## src/common/emu_probe_pkg.sv

```systemverilog
// constants and types shared by the emulator probe run-control block
// assumes a 32-bit classic wishbone slave and a 20-bit linear address space
package emu_probe_pkg;
    localparam int          ADDR_W         = 20;
    localparam int          ASYNC_N        = 6;
    // register byte offsets
    localparam logic [7:0]  OFS_CTRL       = 8'h00;
    localparam logic [7:0]  OFS_STAT       = 8'h04;
    localparam logic [7:0]  OFS_IRQ_STAT   = 8'h08;
    localparam logic [7:0]  OFS_IRQ_MASK   = 8'h0C;
    localparam logic [7:0]  OFS_BRK_ADDR   = 8'h10;
    localparam logic [7:0]  OFS_LAST_ADDR  = 8'h14;
    localparam logic [7:0]  OFS_NEXT_ADDR  = 8'h18;
    // control bits
    localparam int          CTL_COMB_RDY   = 0;
    localparam int          CTL_STEP       = 1;
    localparam int          CTL_MEM_TMO    = 2;
    localparam int          CTL_BRK_EN     = 3;
    localparam int          CTL_COP_IEN    = 4;
    localparam int          CTL_EMU_REQ    = 5;
    localparam int          CTL_W          = 6;
    localparam logic [5:0]  CTL_RESET      = 6'h04;
    // interrupt status bits
    localparam int          IRQ_BRK        = 0;
    localparam int          IRQ_SYNC       = 1;
    localparam int          IRQ_COP        = 2;
    localparam int          IRQ_WRAP       = 3;
    localparam int          IRQ_W          = 4;
    // synchronised input positions
    localparam int          AS_SYNC_N      = 0;
    localparam int          AS_USER_RDY    = 1;
    localparam int          AS_NMI         = 2;
    localparam int          AS_INTR        = 3;
    localparam int          AS_COP_REQ     = 4;
    localparam int          AS_COP_EXC     = 5;
    localparam logic [5:0]  AS_IDLE        = 6'h01;
    localparam logic [15:0] OFF_MAX        = 16'hFFFF;
    localparam logic [19:0] ADDR_ONE       = 20'h00001;

    typedef enum logic [1:0] {
        SVC_IDLE      = 2'b00,
        SVC_INTR_HEAD = 2'b01,
        SVC_NMI       = 2'b10,
        SVC_INTR_TAIL = 2'b11
    } svc_state_t;

    typedef struct packed {
        logic [19:0] last_addr;
        logic [19:0] next_addr;
    } brk_report_t;
endpackage

```

## src/hw/emu_run_control.sv

```systemverilog
// run control of an emulator probe: ready gating, start sync, interrupt order,
// coprocessor gating, linear trace address and break recognition
// assumes pins other than probe_ready, t1, t2 and the cpu strobes are asynchronous
//
// Chosen here: register access over Wishbone and the placing of the registers.
`timescale 1ns/1ps
`default_nettype none

// What this block does
// - with combined ready selected, cpu ready is user ready AND probe ready.
// - with combined ready selected, probe ready not caught at T2 counts as false for that cycle.
// - NMI with INTR: INTR head first, then NMI, then INTR remainder.
// - NMI requests are ignored while single instruction stepping.
// - the start sync input is active low and idles high.
// - sync low at emulation entry holds cpu ready low, stalling the cpu.
// - emulation waits for sync high; its rise releases ready.
// - coprocessor bus requests are not granted while sync is low.
// - coprocessor exception output rises on unmasked exception when enabled.
// - trace address is 20-bit linear, offset FFFF plus one gives 10000H.
// - address mismatch flagged only when the offset steps past its maximum.
// - a break fires right after the target instruction completes.
// - break records last executed and next instruction addresses.
// - breaks inside combined instructions wait until the combination ends.
// - primitive operations of wait and string instructions may break mid-way.
module emu_run_control (
    input  wire logic        clock_i,
    input  wire logic        rst_i,
    input  wire logic        ce_i,
    input  wire logic        wb_cyc_i,
    input  wire logic        wb_stb_i,
    input  wire logic        wb_we_i,
    input  wire logic [7:0]  wb_adr_i,
    input  wire logic [3:0]  wb_sel_i,
    input  wire logic [31:0] wb_dat_i,
    output logic      [31:0] wb_dat_o,
    output logic             wb_ack_o,
    output logic             irq_o,
    input  wire logic        sync_start_n_i,
    input  wire logic        user_ready_i,
    input  wire logic        probe_ready_i,
    input  wire logic        t1_i,
    input  wire logic        t2_i,
    output logic             cpu_ready_o,
    output logic             stall_o,
    output logic             emulating_o,
    output logic             mem_timeout_en_o,
    input  wire logic        cop_req_i,
    output logic             cop_grant_o,
    input  wire logic        cop_exc_i,
    output logic             cop_exc_o,
    input  wire logic        nmi_i,
    input  wire logic        intr_i,
    input  wire logic        vector_done_i,
    input  wire logic        nmi_done_i,
    input  wire logic        intr_done_i,
    output logic             serve_intr_o,
    output logic             serve_nmi_o,
    input  wire logic [15:0] seg_i,
    input  wire logic [15:0] off_i,
    input  wire logic        addr_load_i,
    input  wire logic        addr_inc_i,
    output logic      [19:0] trace_addr_o,
    output logic             wrap_mismatch_o,
    input  wire logic        instr_end_i,
    input  wire logic        combined_i,
    input  wire logic        prim_op_i,
    input  wire logic [19:0] next_addr_i,
    output logic             break_o
);
    localparam int N = emu_probe_pkg::ASYNC_N;

    logic [N-1:0]                 meta_r;
    logic [N-1:0]                 sync_r;
    logic [N-1:0]                 async_in;
    logic [emu_probe_pkg::CTL_W-1:0] ctrl_r;
    logic [emu_probe_pkg::IRQ_W-1:0] irq_stat_r;
    logic [emu_probe_pkg::IRQ_W-1:0] irq_mask_r;
    logic [emu_probe_pkg::IRQ_W-1:0] irq_set;
    logic [19:0]                  brk_addr_r;
    emu_probe_pkg::brk_report_t   report_r;
    logic                         sync_hi_d_r;
    logic                         emu_req_d_r;
    logic                         probe_cap_r;
    logic                         stall_r;
    logic                         nmi_d_r;
    logic                         nmi_pend_r;
    logic                         resume_intr_r;
    emu_probe_pkg::svc_state_t    svc_r;
    emu_probe_pkg::svc_state_t    svc_nxt;
    logic [19:0]                  lin_r;
    logic [15:0]                  off_r;
    logic                         wrap_r;
    logic                         brk_pend_r;
    logic                         brk_r;
    logic                         cop_exc_r;
    logic                         sync_hi;
    logic                         sync_rise;
    logic                         emu_entry;
    logic                         nmi_rise;
    logic                         brk_match;
    logic                         brk_fire;
    logic                         wrap_step;
    logic                         bus_req;
    logic                         bus_wr;
    logic [31:0]                  wmask;
    logic [31:0]                  wdata;

    function automatic logic [31:0] lane_mask(input logic [3:0] sel);
        lane_mask = {{8{sel[3]}}, {8{sel[2]}}, {8{sel[1]}}, {8{sel[0]}}};
    endfunction

    // applies byte enables to a stored word
    function automatic logic [31:0] merge(input logic [31:0] old, input logic [31:0] m,
                                          input logic [31:0] d);
        merge = (old & ~m) | (d & m);
    endfunction

    // two-flop synchronisers; only the second stage is read anywhere
    assign async_in = {cop_exc_i, cop_req_i, intr_i, nmi_i, user_ready_i, sync_start_n_i};
    genvar g;
    generate
        for (g = 0; g < N; g++) begin : g_sync
            always_ff @(posedge clock_i or posedge rst_i) begin
                if (rst_i) begin
                    meta_r[g] <= emu_probe_pkg::AS_IDLE[g];
                    sync_r[g] <= emu_probe_pkg::AS_IDLE[g];
                end else if (ce_i) begin
                    meta_r[g] <= async_in[g];
                    sync_r[g] <= meta_r[g];
                end
            end
        end
    endgenerate

    assign sync_hi   = sync_r[emu_probe_pkg::AS_SYNC_N];
    assign sync_rise = sync_hi & ~sync_hi_d_r;
    assign emu_entry = ctrl_r[emu_probe_pkg::CTL_EMU_REQ] & ~emu_req_d_r;
    assign nmi_rise  = sync_r[emu_probe_pkg::AS_NMI] & ~nmi_d_r;

    // wishbone slave, one wait state, every address answered
    assign bus_req = wb_cyc_i & wb_stb_i;
    assign bus_wr  = bus_req & wb_we_i & ~wb_ack_o;
    assign wmask   = lane_mask(wb_sel_i);
    assign wdata   = wb_dat_i & wmask;

    always_ff @(posedge clock_i or posedge rst_i) begin
        if (rst_i) begin
            wb_ack_o <= 1'b0;
        end else if (ce_i) begin
            wb_ack_o <= bus_req & ~wb_ack_o;
        end
    end

    always_ff @(posedge clock_i or posedge rst_i) begin
        if (rst_i) begin
            wb_dat_o <= 32'h0000_0000;
        end else if (ce_i) begin
            case (wb_adr_i)
                emu_probe_pkg::OFS_CTRL:      wb_dat_o <= 32'(ctrl_r);
                emu_probe_pkg::OFS_STAT:      wb_dat_o <= 32'({nmi_pend_r, serve_nmi_o,
                                                  serve_intr_o, emulating_o, stall_r, sync_hi});
                emu_probe_pkg::OFS_IRQ_STAT:  wb_dat_o <= 32'(irq_stat_r);
                emu_probe_pkg::OFS_IRQ_MASK:  wb_dat_o <= 32'(irq_mask_r);
                emu_probe_pkg::OFS_BRK_ADDR:  wb_dat_o <= 32'(brk_addr_r);
                emu_probe_pkg::OFS_LAST_ADDR: wb_dat_o <= 32'(report_r.last_addr);
                emu_probe_pkg::OFS_NEXT_ADDR: wb_dat_o <= 32'(report_r.next_addr);
                default:                      wb_dat_o <= 32'h0000_0000;
            endcase
        end
    end

    always_ff @(posedge clock_i or posedge rst_i) begin
        if (rst_i) begin
            ctrl_r     <= emu_probe_pkg::CTL_RESET;
            irq_mask_r <= '0;
            brk_addr_r <= '0;
        end else if (ce_i && bus_wr) begin
            case (wb_adr_i)
                emu_probe_pkg::OFS_CTRL:
                    ctrl_r <= emu_probe_pkg::CTL_W'(merge(32'(ctrl_r), wmask, wb_dat_i));
                emu_probe_pkg::OFS_IRQ_MASK:
                    irq_mask_r <= emu_probe_pkg::IRQ_W'(merge(32'(irq_mask_r), wmask, wb_dat_i));
                emu_probe_pkg::OFS_BRK_ADDR:
                    brk_addr_r <= 20'(merge(32'(brk_addr_r), wmask, wb_dat_i));
                default: ;
            endcase
        end
    end

    // sticky events; a new event beats a clear in the same cycle
    assign irq_set = {wrap_step, cop_exc_o & ~cop_exc_r, sync_rise & stall_r, brk_fire};

    always_ff @(posedge clock_i or posedge rst_i) begin
        if (rst_i) begin
            irq_stat_r <= '0;
        end else if (ce_i) begin
            if (bus_wr && wb_adr_i == emu_probe_pkg::OFS_IRQ_STAT) begin
                irq_stat_r <= (irq_stat_r & ~emu_probe_pkg::IRQ_W'(wdata)) | irq_set;
            end else begin
                irq_stat_r <= irq_stat_r | irq_set;
            end
        end
    end

    assign irq_o            = |(irq_stat_r & irq_mask_r);
    assign mem_timeout_en_o = ctrl_r[emu_probe_pkg::CTL_MEM_TMO];

    // ready path: probe ready is caught at T2 and dropped at T1
    always_ff @(posedge clock_i or posedge rst_i) begin
        if (rst_i) begin
            probe_cap_r <= 1'b0;
        end else if (ce_i) begin
            if (t2_i) begin
                probe_cap_r <= probe_ready_i;
            end else if (t1_i) begin
                probe_cap_r <= 1'b0;
            end
        end
    end

    // start stall; entry is the rise of the emulation request bit
    always_ff @(posedge clock_i or posedge rst_i) begin
        if (rst_i) begin
            stall_r     <= 1'b0;
            sync_hi_d_r <= 1'b1;
            emu_req_d_r <= 1'b0;
        end else if (ce_i) begin
            sync_hi_d_r <= sync_hi;
            emu_req_d_r <= ctrl_r[emu_probe_pkg::CTL_EMU_REQ];
            if (emu_entry && !sync_hi) begin
                stall_r <= 1'b1;
            end else if (sync_hi || !ctrl_r[emu_probe_pkg::CTL_EMU_REQ]) begin
                stall_r <= 1'b0;
            end
        end
    end

    always_comb begin
        if (stall_r) begin
            cpu_ready_o = 1'b0;
        end else if (ctrl_r[emu_probe_pkg::CTL_COMB_RDY]) begin
            cpu_ready_o = sync_r[emu_probe_pkg::AS_USER_RDY] & probe_cap_r;
        end else begin
            cpu_ready_o = probe_ready_i;
        end
    end

    assign stall_o     = stall_r;
    assign emulating_o = ctrl_r[emu_probe_pkg::CTL_EMU_REQ] & ~stall_r & sync_hi;
    assign cop_grant_o = sync_r[emu_probe_pkg::AS_COP_REQ] & sync_hi;

    always_ff @(posedge clock_i or posedge rst_i) begin
        if (rst_i) begin
            cop_exc_r <= 1'b0;
            cop_exc_o <= 1'b0;
        end else if (ce_i) begin
            cop_exc_r <= cop_exc_o;
            cop_exc_o <= sync_r[emu_probe_pkg::AS_COP_EXC] & ctrl_r[emu_probe_pkg::CTL_COP_IEN];
        end
    end

    // interrupt ordering; nmi edges outside stepping set one pending bit, served once a busy sequence allows
    always_comb begin
        svc_nxt = svc_r;
        case (svc_r)
            emu_probe_pkg::SVC_IDLE: begin
                if (sync_r[emu_probe_pkg::AS_INTR]) begin
                    svc_nxt = emu_probe_pkg::SVC_INTR_HEAD;
                end else if (nmi_pend_r) begin
                    svc_nxt = emu_probe_pkg::SVC_NMI;
                end
            end
            emu_probe_pkg::SVC_INTR_HEAD: begin
                if (vector_done_i) begin
                    svc_nxt = nmi_pend_r ? emu_probe_pkg::SVC_NMI
                                         : emu_probe_pkg::SVC_INTR_TAIL;
                end
            end
            emu_probe_pkg::SVC_NMI: begin
                if (nmi_done_i) begin
                    svc_nxt = resume_intr_r ? emu_probe_pkg::SVC_INTR_TAIL
                                            : emu_probe_pkg::SVC_IDLE;
                end
            end
            emu_probe_pkg::SVC_INTR_TAIL: begin
                if (intr_done_i) begin
                    svc_nxt = emu_probe_pkg::SVC_IDLE;
                end
            end
            default: svc_nxt = emu_probe_pkg::SVC_IDLE;
        endcase
    end

    always_ff @(posedge clock_i or posedge rst_i) begin
        if (rst_i) begin
            svc_r         <= emu_probe_pkg::SVC_IDLE;
            resume_intr_r <= 1'b0;
        end else if (ce_i) begin
            svc_r <= svc_nxt;
            if (svc_r == emu_probe_pkg::SVC_INTR_HEAD && svc_nxt == emu_probe_pkg::SVC_NMI) begin
                resume_intr_r <= 1'b1;
            end else if (svc_nxt != emu_probe_pkg::SVC_NMI) begin
                resume_intr_r <= 1'b0;
            end
        end
    end

    always_ff @(posedge clock_i or posedge rst_i) begin
        if (rst_i) begin
            nmi_d_r    <= 1'b0;
            nmi_pend_r <= 1'b0;
        end else if (ce_i) begin
            nmi_d_r <= sync_r[emu_probe_pkg::AS_NMI];
            if (nmi_rise && !ctrl_r[emu_probe_pkg::CTL_STEP]) begin
                nmi_pend_r <= 1'b1;
            end else if (svc_nxt == emu_probe_pkg::SVC_NMI && svc_r != emu_probe_pkg::SVC_NMI) begin
                nmi_pend_r <= 1'b0;
            end
        end
    end

    assign serve_nmi_o  = (svc_r == emu_probe_pkg::SVC_NMI);
    assign serve_intr_o = (svc_r == emu_probe_pkg::SVC_INTR_HEAD) ||
                          (svc_r == emu_probe_pkg::SVC_INTR_TAIL);

    // linear trace address; the cpu wraps its offset, this counter does not
    assign wrap_step = addr_inc_i & ~addr_load_i & (off_r == emu_probe_pkg::OFF_MAX);

    always_ff @(posedge clock_i or posedge rst_i) begin
        if (rst_i) begin
            lin_r  <= '0;
            off_r  <= '0;
            wrap_r <= 1'b0;
        end else if (ce_i) begin
            if (addr_load_i) begin
                lin_r  <= 20'({seg_i, 4'h0} + {4'h0, off_i});
                off_r  <= off_i;
                wrap_r <= 1'b0;
            end else if (addr_inc_i) begin
                lin_r  <= lin_r + emu_probe_pkg::ADDR_ONE;
                off_r  <= off_r + 16'h0001;
                wrap_r <= wrap_r | wrap_step;
            end
        end
    end

    assign trace_addr_o    = lin_r;
    assign wrap_mismatch_o = wrap_r;

    // break recognition
    assign brk_match = ctrl_r[emu_probe_pkg::CTL_BRK_EN] && (lin_r == brk_addr_r);
    assign brk_fire  = (instr_end_i & ~combined_i & (brk_match | brk_pend_r)) |
                       (prim_op_i & brk_match);

    always_ff @(posedge clock_i or posedge rst_i) begin
        if (rst_i) begin
            brk_pend_r <= 1'b0;
            brk_r      <= 1'b0;
            report_r   <= '0;
        end else if (ce_i) begin
            brk_r <= brk_fire;
            if (brk_fire) begin
                brk_pend_r         <= 1'b0;
                report_r.last_addr <= lin_r;
                report_r.next_addr <= next_addr_i;
            end else if (instr_end_i && combined_i && brk_match) begin
                brk_pend_r <= 1'b1;
            end
        end
    end

    assign break_o = brk_r;
endmodule

`default_nettype wire

```

## config.mk

```make
export PLATFORM = sky130hd
export DESIGN_NAME = emu_run_control
export DESIGN_NICKNAME = d
export VERILOG_FILES = /design/src/common/emu_probe_pkg.sv /design/src/hw/emu_run_control.sv
export SDC_FILE = /design/constraint.sdc
export NUM_CORES = 1
export LEC_CHECK = 0
export BUFFER_PORTS_ARGS = -buffer_cell sky130_fd_sc_hd__buf_4
export CORE_MARGIN = 2
export CORE_UTILIZATION = 50
export DETAILED_ROUTE_END_ITERATION = 10
export MAX_ROUTING_LAYER = met4
export PLACE_DENSITY = 0.74
export SETUP_SLACK_MARGIN = 0.02
export SLEW_MARGIN = 20
export SYNTH_ARGS = -nofsm -noshare
export SYNTH_HDL_FRONTEND = slang
export SYNTH_SLANG_ARGS = --single-unit
```

## constraint.sdc

```tcl
create_clock -name clock_i -period 5.85 [get_ports clock_i]
set_clock_uncertainty 0.15 [all_clocks]
set_input_delay 0.585 -clock clock_i [delete_from_list [all_inputs] [get_ports clock_i]]
set_output_delay 0.585 -clock clock_i [all_outputs]
set_load 0.005 [all_outputs]
```

==> flow_metrics.py, run 1 <==
metrics = {
    "sta": {
        "slew_viol_final": 0,
        "fin_tns_setup_ns": 0,
        "tightest_slew_ns": 1.06,
        "fin_crit_sh_pct": 54.6,
        "min_period_ns": 3.19,
        "max_freq_ghz": 0.313,
        "setup_viol": 0,
        "rsz0062_at_grt": "false",
        "hold_violations": 0,
        "slew_headroom_pct": 29.3,
    },
    "final_layout": {
        "regArea_sq_um": 3930,
        "drive_above_1_share_pct": 30.2,
        "postLayoutCellArea_sq_um": 10400,
        "multi_input_area_sq_um": 4360,
        "nets": 1087,
        "fill_cells": 1412,
        "syn2layout_area_growth_pct": 21.3,
        "final_util_pct": 62.5,
        "n_antenna_cell": 0,
    },
    "setup_path": {
        "cp-start-kind": "input port",
        "rr_startpoint": "trace_addr_o[15]",
        "cpPeakStageDelay_ns": 1.04,
        "path_cells": "buf_4 > clkinv_1 > nor2_1 > and3_1 > or3_1 > a211oi_1",
        "required_ns": 6.00,
        "cp-end-kind": "flip-flop",
        "crit_start": "addr_load_i",
        "crit_slowest_cell": "nor2_1",
        "worstPathArrival_ns": 3.34,
        "worstSetupPathType": "input port to flip-flop",
        "path_max_fanout": 44,
    },
    "detailed_routing": {
        "routed_wl_mm": 23.0,
        "wl_per_cell_um": 19.4,
        "via_per_inst": 6.02,
        "num_vias": 7143,
        "dr.pass1.iters": 6,
        "drc": 0,
        "antenna_left": 0,
        "first_iter_violations": 570,
    },
    "clock_tree": {
        "cts_max_level": 4,
        "numCtsBuffers": 17,
        "cts_tree": "built",
        "cts_buffer_depth": 2,
        "postCtsHoldBufs": 0,
        "post_cts_resized": 0,
        "cts_root_buffer": "clkbuf_16",
        "cts_sinks": 157,
        "clk_pin_slew_ns": 0.06,
        "insertion_delay_ns": 0.42,
        "postCtsSetupRepairBufs": 0,
    },
    "synthesis": {
        "syn_inst": 819,
        "syn_area_sq_um": 8610,
        "ys_warn_count": 0,
        "synth.distinct_cells": 73,
        "syn_area_per_cell_sq_um": 10.5,
        "synth_edf_count": 0,
        "ys.flop_type": "dfrtp_1",
        "async_flop_share_pct": 100,
        "ys_seq_area_share_pct": 45.7,
        "ys_ff_latch": 157,
    },
    "die": {
        "coreArea_sq_um": 16700,
        "die-height_um": 135,
        "start_util_pct": 51.6,
        "die_x_um": 135,
        "ioPinCount": 183,
        "die_area_sq_um": 18300,
        "rows": 47,
    },
    "outcome": {
        "status": "finished clean",
    },
    "global_routing": {
        "grt-ovfl-total": 0,
        "grt_pass1_vias": 6856,
        "grt_usage_pct": 26.6,
        "grt_util_met1_pct": 36.9,
        "grt_pass1_wl_mm": 36.8,
        "antenna_found_initial": 0,
        "grt_use_met3_pct": 4.49,
        "use_met2_pct": 40.4,
        "grt_max_degree": 106,
        "top_usage_layer": "met2",
    },
    "power_and_ir_drop": {
        "p_comb_share_pct": 16.6,
        "clkPwrFrac_pct": 37.8,
        "p_sw_mw": 0.841,
        "max-vdd-ir-drop_v": 0.000216,
        "p_seq_share_pct": 45.6,
        "p_sw_share_pct": 29.3,
        "p_int_mw": 2.03,
        "power_density_nw_per_um2": 275,
        "p_leak_nw": 4.88,
    },
    "placed_design": {
        "place_area_sq_um": 9860,
        "routabilityCongestion": 0.936,
        "dp_hpwl_mm": 16.2,
        "portBuffers": 157,
    },
    "flow_run": {
        "maxCapViolations": 0,
    },
    "worst_hold_path": {
        "hold_path.class": "input port to async pin",
    },
}
[synth_stat cells, types with 6 or more instances]
master       n  area share (%)
nand2b_1     7            0.51
o21ai_0     42             2.4
nand4_1     12            0.87
a21oi_1     49             2.8
xnor2_1     20             2.0
a222oi_1    10             1.2
buf_2        7            0.41
o31ai_1      6            0.52
a22o_1       9            0.92
a22oi_1     10            0.87
nand3_1     26             1.5
buf_4       12             1.0
xor2_1       7            0.71
and3_1      10            0.73
buf_1        6            0.26
nor2_1      46             2.0
inv_1       17            0.74
ha_1        14             2.0
nor3_1      14            0.81
nand2_1     70             3.1
mux2_2      45             5.9
dfrtp_1    153              44
a211oi_1    10            0.87
mux2i_1     13             1.5
a31oi_1      7            0.51
a21o_1      10            0.87
mux2_4      38             6.6
o2bb2ai_1   16             1.6
clkbuf_1    29             1.3
o22ai_1      7            0.51
[worst paths after layout]
check / to / slack [ns] / cells after the start
worst max-delay path: trace_addr_o[16] / 2.66 / 6
worst min-delay path: report_r[3] / 0.19 / 2
worst max register to register: report_r[8] / 2.91 / 7
worst min register to register: nmi_pend_r / 0.31 / 1
max in group asynchronous: sync_r[3] / 4.07 / 3
min in group clock_i: report_r[4] / 0.24 / 2
[routing by layer]
metal | up-vias | wire (um)
li1 | 3296 | -
met1 | 3524 | 10100
met2 | 295 | 10800
met3 | 28 | 1670
met4 | 0 | 361
met5 | - | 0
[power by group through the flow]
stage	logic, mW	clock network, mW	registers (mW)
global placement	0.469	0	1.32
detailed placement	0.475	0	1.32
global route	0.535	1.15	1.32
CTS	0.478	1.10	1.30
finish	0.477	1.08	1.31
floorplan	0.326	0	1.25
[layout by cell type, fill, tap and decap left out, drive strengths merged, types with 10 or more instances in the layout]
master   synthesis  final
buf             30    163
dfrtp          153    153
mux2            83     83
nand2           70     70
a21oi           49     49
nor2            46     46
o21ai           43     43
nand3           26     26
clkbuf          29     21
xnor2           20     20
inv             17     20
o2bb2ai         16     16
ha              14     14
nor3            14     14
mux2i           13     13
nand4           12     12
conb             1     12
and3            10     10
a22oi           10     10
a211oi          10     10
a21o            10     10
a222oi          10     10
[final cells by class]
class                      instances  area share [%]
inverter                          18           0.695
timing repair buffer             163            11.7
tap                              220            2.64
clock inverter                    11            1.03
multi-input combinational        596            41.7
clock buffer                      21            4.51
sequential                       157            37.7
[kinds of logic after synthesis]
kind of cell	Yosys count	synth area share [%]
and+or+nand+nor	219	12.5
other	1	0.0435
adders and majority gates	15	2.27
xor gates and xnor gates	27	2.75
AOI/OAI and AO/OA	227	18.4
muxes	96	14.0
buffers and inverters	77	4.42
DFF	157	45.7
[critical path: cells and delay by family]
kind / cells / cell delay [ns]
AO/OA/AOI/OAI: 1 / 0.06
buffers and inverters: 2 / 1.17
AND/OR/NAND/NOR: 3 / 1.50
[through the flow]
step	setup slack [ns]	hold slack (ns)	std cells	power (mW)
floorplan	0.887	0.280	830	1.58
global placement	2.34	0.291	1154	1.79
detailed placement	2.30	0.303	1154	1.80
CTS	2.75	0.224	1186	2.88
global route	2.45	0.226	1186	3.01
finish	2.66	0.194	1186	2.87
Power figures use the tool's default switching activity.
==> inputs of run 2 (changes only) <==
==> constraint.sdc (replaced) <==
create_clock -name clock_i -period 3.1 [get_ports clock_i]
set_clock_uncertainty 0.15 [all_clocks]
set_input_delay 0.31 -clock clock_i [delete_from_list [all_inputs] [get_ports clock_i]]
set_output_delay 0.31 -clock clock_i [all_outputs]
set_load 0.005 [all_outputs]
==> run 2 against run 1 <==
  * The flow now finishes with violations (hold timing)
  * Hold slack worse by 0.24 ns
  * Critical endpoint is now report_r[2]
  * Sequential cell count unchanged
  * Non-clock buffer count up 75
  * Clock power up 94%
  * Count of clock-buffer cells in the layout down 3
  * Cell area up 6.8%
  * Routed wire length up 8.8%
==> flow_metrics.py, run 2 (synthesis gave the netlist of run 1 again) <==
metrics = {
    "die": {
        "ioPinCount": 183,
        "die_area_sq_um": 18300,
        "rows": 47,
        "die-height_um": 135,
        "coreArea_sq_um": 16700,
        "start_util_pct": 51.6,
        "die_x_um": 135,
    },
    "sta": {
        "min_period_ns": 2.75,
        "slew_headroom_pct": 37.6,
        "hold-worst-slack_ns": -0.0459,
        "fin_crit_sh_pct": 88.6,
        "max_freq_ghz": 0.364,
        "hold_violations": 23,
        "setup_viol": 0,
        "slew_viol_final": 0,
        "tightest_slew_ns": 0.936,
        "rsz0062_at_grt": "false",
        "fin_tns_setup_ns": 0,
    },
    "final_layout": {
        "n_antenna_cell": 0,
        "layout_common_cells": "buf_4, dfrtp_1, nand2_1",
        "final_cell_count_no_fill": 1261,
        "drive_above_1_share_pct": 30.5,
        "layout_commonest_cell": "buf_4",
        "nets": 1162,
        "final_util_pct": 66.8,
        "syn2layout_area_growth_pct": 29.5,
    },
    "clock_tree": {
        "numCtsBuffers": 17,
        "clk_pin_slew_ns": 0.07,
        "postCtsSetupRepairBufs": 0,
        "cts_max_level": 4,
        "cts_tree": "built",
        "insertion_delay_ns": 0.44,
        "post_cts_resized": 0,
        "cts_root_buffer": "clkbuf_16",
        "cts_sinks": 157,
        "cts_buffer_depth": 2,
    },
    "power_and_ir_drop": {
        "p_sw_mw": 1.68,
        "p_sw_share_pct": 29.8,
        "power_density_nw_per_um2": 505,
        "clkPwrFrac_pct": 37.3,
        "p_int_mw": 3.96,
        "power_mw": 5.64,
        "p_leak_nw": 5.22,
        "max-vdd-ir-drop_v": 0.000414,
        "p_comb_share_pct": 20.5,
        "p_seq_share_pct": 42.1,
    },
    "global_routing": {
        "antenna_found_initial": 0,
        "grt-ovfl-total": 0,
        "grt_max_degree": 158,
        "grt_pass1_wl_mm": 39.4,
        "grt_pass1_vias": 7215,
        "grt_usage_pct": 28.7,
    },
    "setup_path": {
        "cp-end-kind": "flip-flop",
        "cp-start-kind": "flip-flop",
        "required_ns": 3.27,
        "worstPathArrival_ns": 2.91,
        "worst_r2r_endpoint": "report_r[2]",
        "rr_startpoint": "trace_addr_o[9]",
        "path_max_fanout": 32,
        "ff2ff_path_depth": 7,
        "r2r_slack_ns": 0.35,
        "worstSetupPathType": "flip-flop to flip-flop",
    },
    "detailed_routing": {
        "routed_wl_mm": 25.0,
        "wl_per_cell_um": 19.8,
        "drc": 0,
        "first_iter_violations": 834,
        "antenna_left": 0,
        "via_per_inst": 5.91,
        "num_vias": 7456,
        "dr.pass1.iters": 6,
    },
    "worst_hold_path": {
        "hold_path.class": "input port to async pin",
    },
    "outcome": {
        "status": "finished, violations left",
        "violations": "hold timing",
    },
    "placed_design": {
        "portBuffers": 157,
        "dp_hpwl_mm": 17.3,
        "dp.cells": 1181,
        "routabilityCongestion": 0.934,
    },
    "flow_run": {
        "maxCapViolations": 0,
    },
}
==> run 2: cell count changes in the layout (fill, tap and decap cells not counted), moves of 2 or more <==
cell | previous run | this run
dlygate4sd3_1 | 0 | 48
clkbuf_8 | 3 | 0
buf_4 | 163 | 188
inv_6 | 4 | 2
clkinvlp_4 | 2 | 4
buf_12 | 0 | 2
inv_8 | 0 | 2
==> run 2: repair_timing <==
item / in CTS / in global routing
hold buffers: 48 / 0
hold endpoints to repair: 52 / 0
setup endpoints to repair: 0 / 0
==> run 2: worst max-delay path: stages (launching register included) <==
cell	delay, ns
dfrtp_1	0.46
xnor2_1	0.21
nand4_1	0.12
or4_1	0.51
nor4_4	0.26
a31oi_4	0.29
buf_12	0.29
mux2_4	0.33
==> run 2: final cells by class <==
cell class | instances | area (sq um)
fillers | 1345 | 5550
multi-input cells | 596 | 4350
flip-flops and latches | 157 | 3930
repair buffers | 238 | 1930
clock buffers | 18 | 429
well taps | 220 | 275
clock inverters | 14 | 163
inverters | 18 | 71.3
==> run 2: worst max path at each step <==
stage | start | to | cells past startpoint
floorplan | rst_i | async pin | 1
global placement | seg_i[1] | trace_addr_o[19] | 8
detailed placement | trace_addr_o[9] | report_r[2] | 7
CTS | trace_addr_o[9] | report_r[2] | 7
global route | trace_addr_o[9] | report_r[1] | 7
finish | trace_addr_o[9] | report_r[2] | 7
==> run 2: through the flow <==
stage | setup WS (ns) | instance area [sq um]
final | 0.354 | 11200
after global routing | 0.261 | 11200
after CTS | 0.374 | 11200
after detailed placement | 0.387 | 10100
after global placement | 0.431 | 10100
after floorplan | 0.656 | 8660
==> run 2: power by group through the flow <==
| stage | Sequential, mW | Clock (mW) | Combinational [mW] |
|---|---|---|---|
| floorplan | 2.37 | 0 | 0.615 |
| global placement | 2.40 | 0 | 1.07 |
| detailed placement | 2.41 | 0 | 1.08 |
| CTS | 2.37 | 2.12 | 1.14 |
| global route | 2.39 | 2.22 | 1.26 |
| finish | 2.37 | 2.10 | 1.16 |
==> run 2: metal layers <==
layer | wire [um] | vias up | global-route usage [%] | share of wire [%]
met4 | 431 | 0 | 7.18 | 1.7
met1 | 10900 | 3634 | 39.2 | 44
li1 | - | 3436 | - | -
met2 | 11800 | 350 | 45.4 | 47
met5 | 0 | - | - | 0
met3 | 1840 | 36 | 4.45 | 7.3
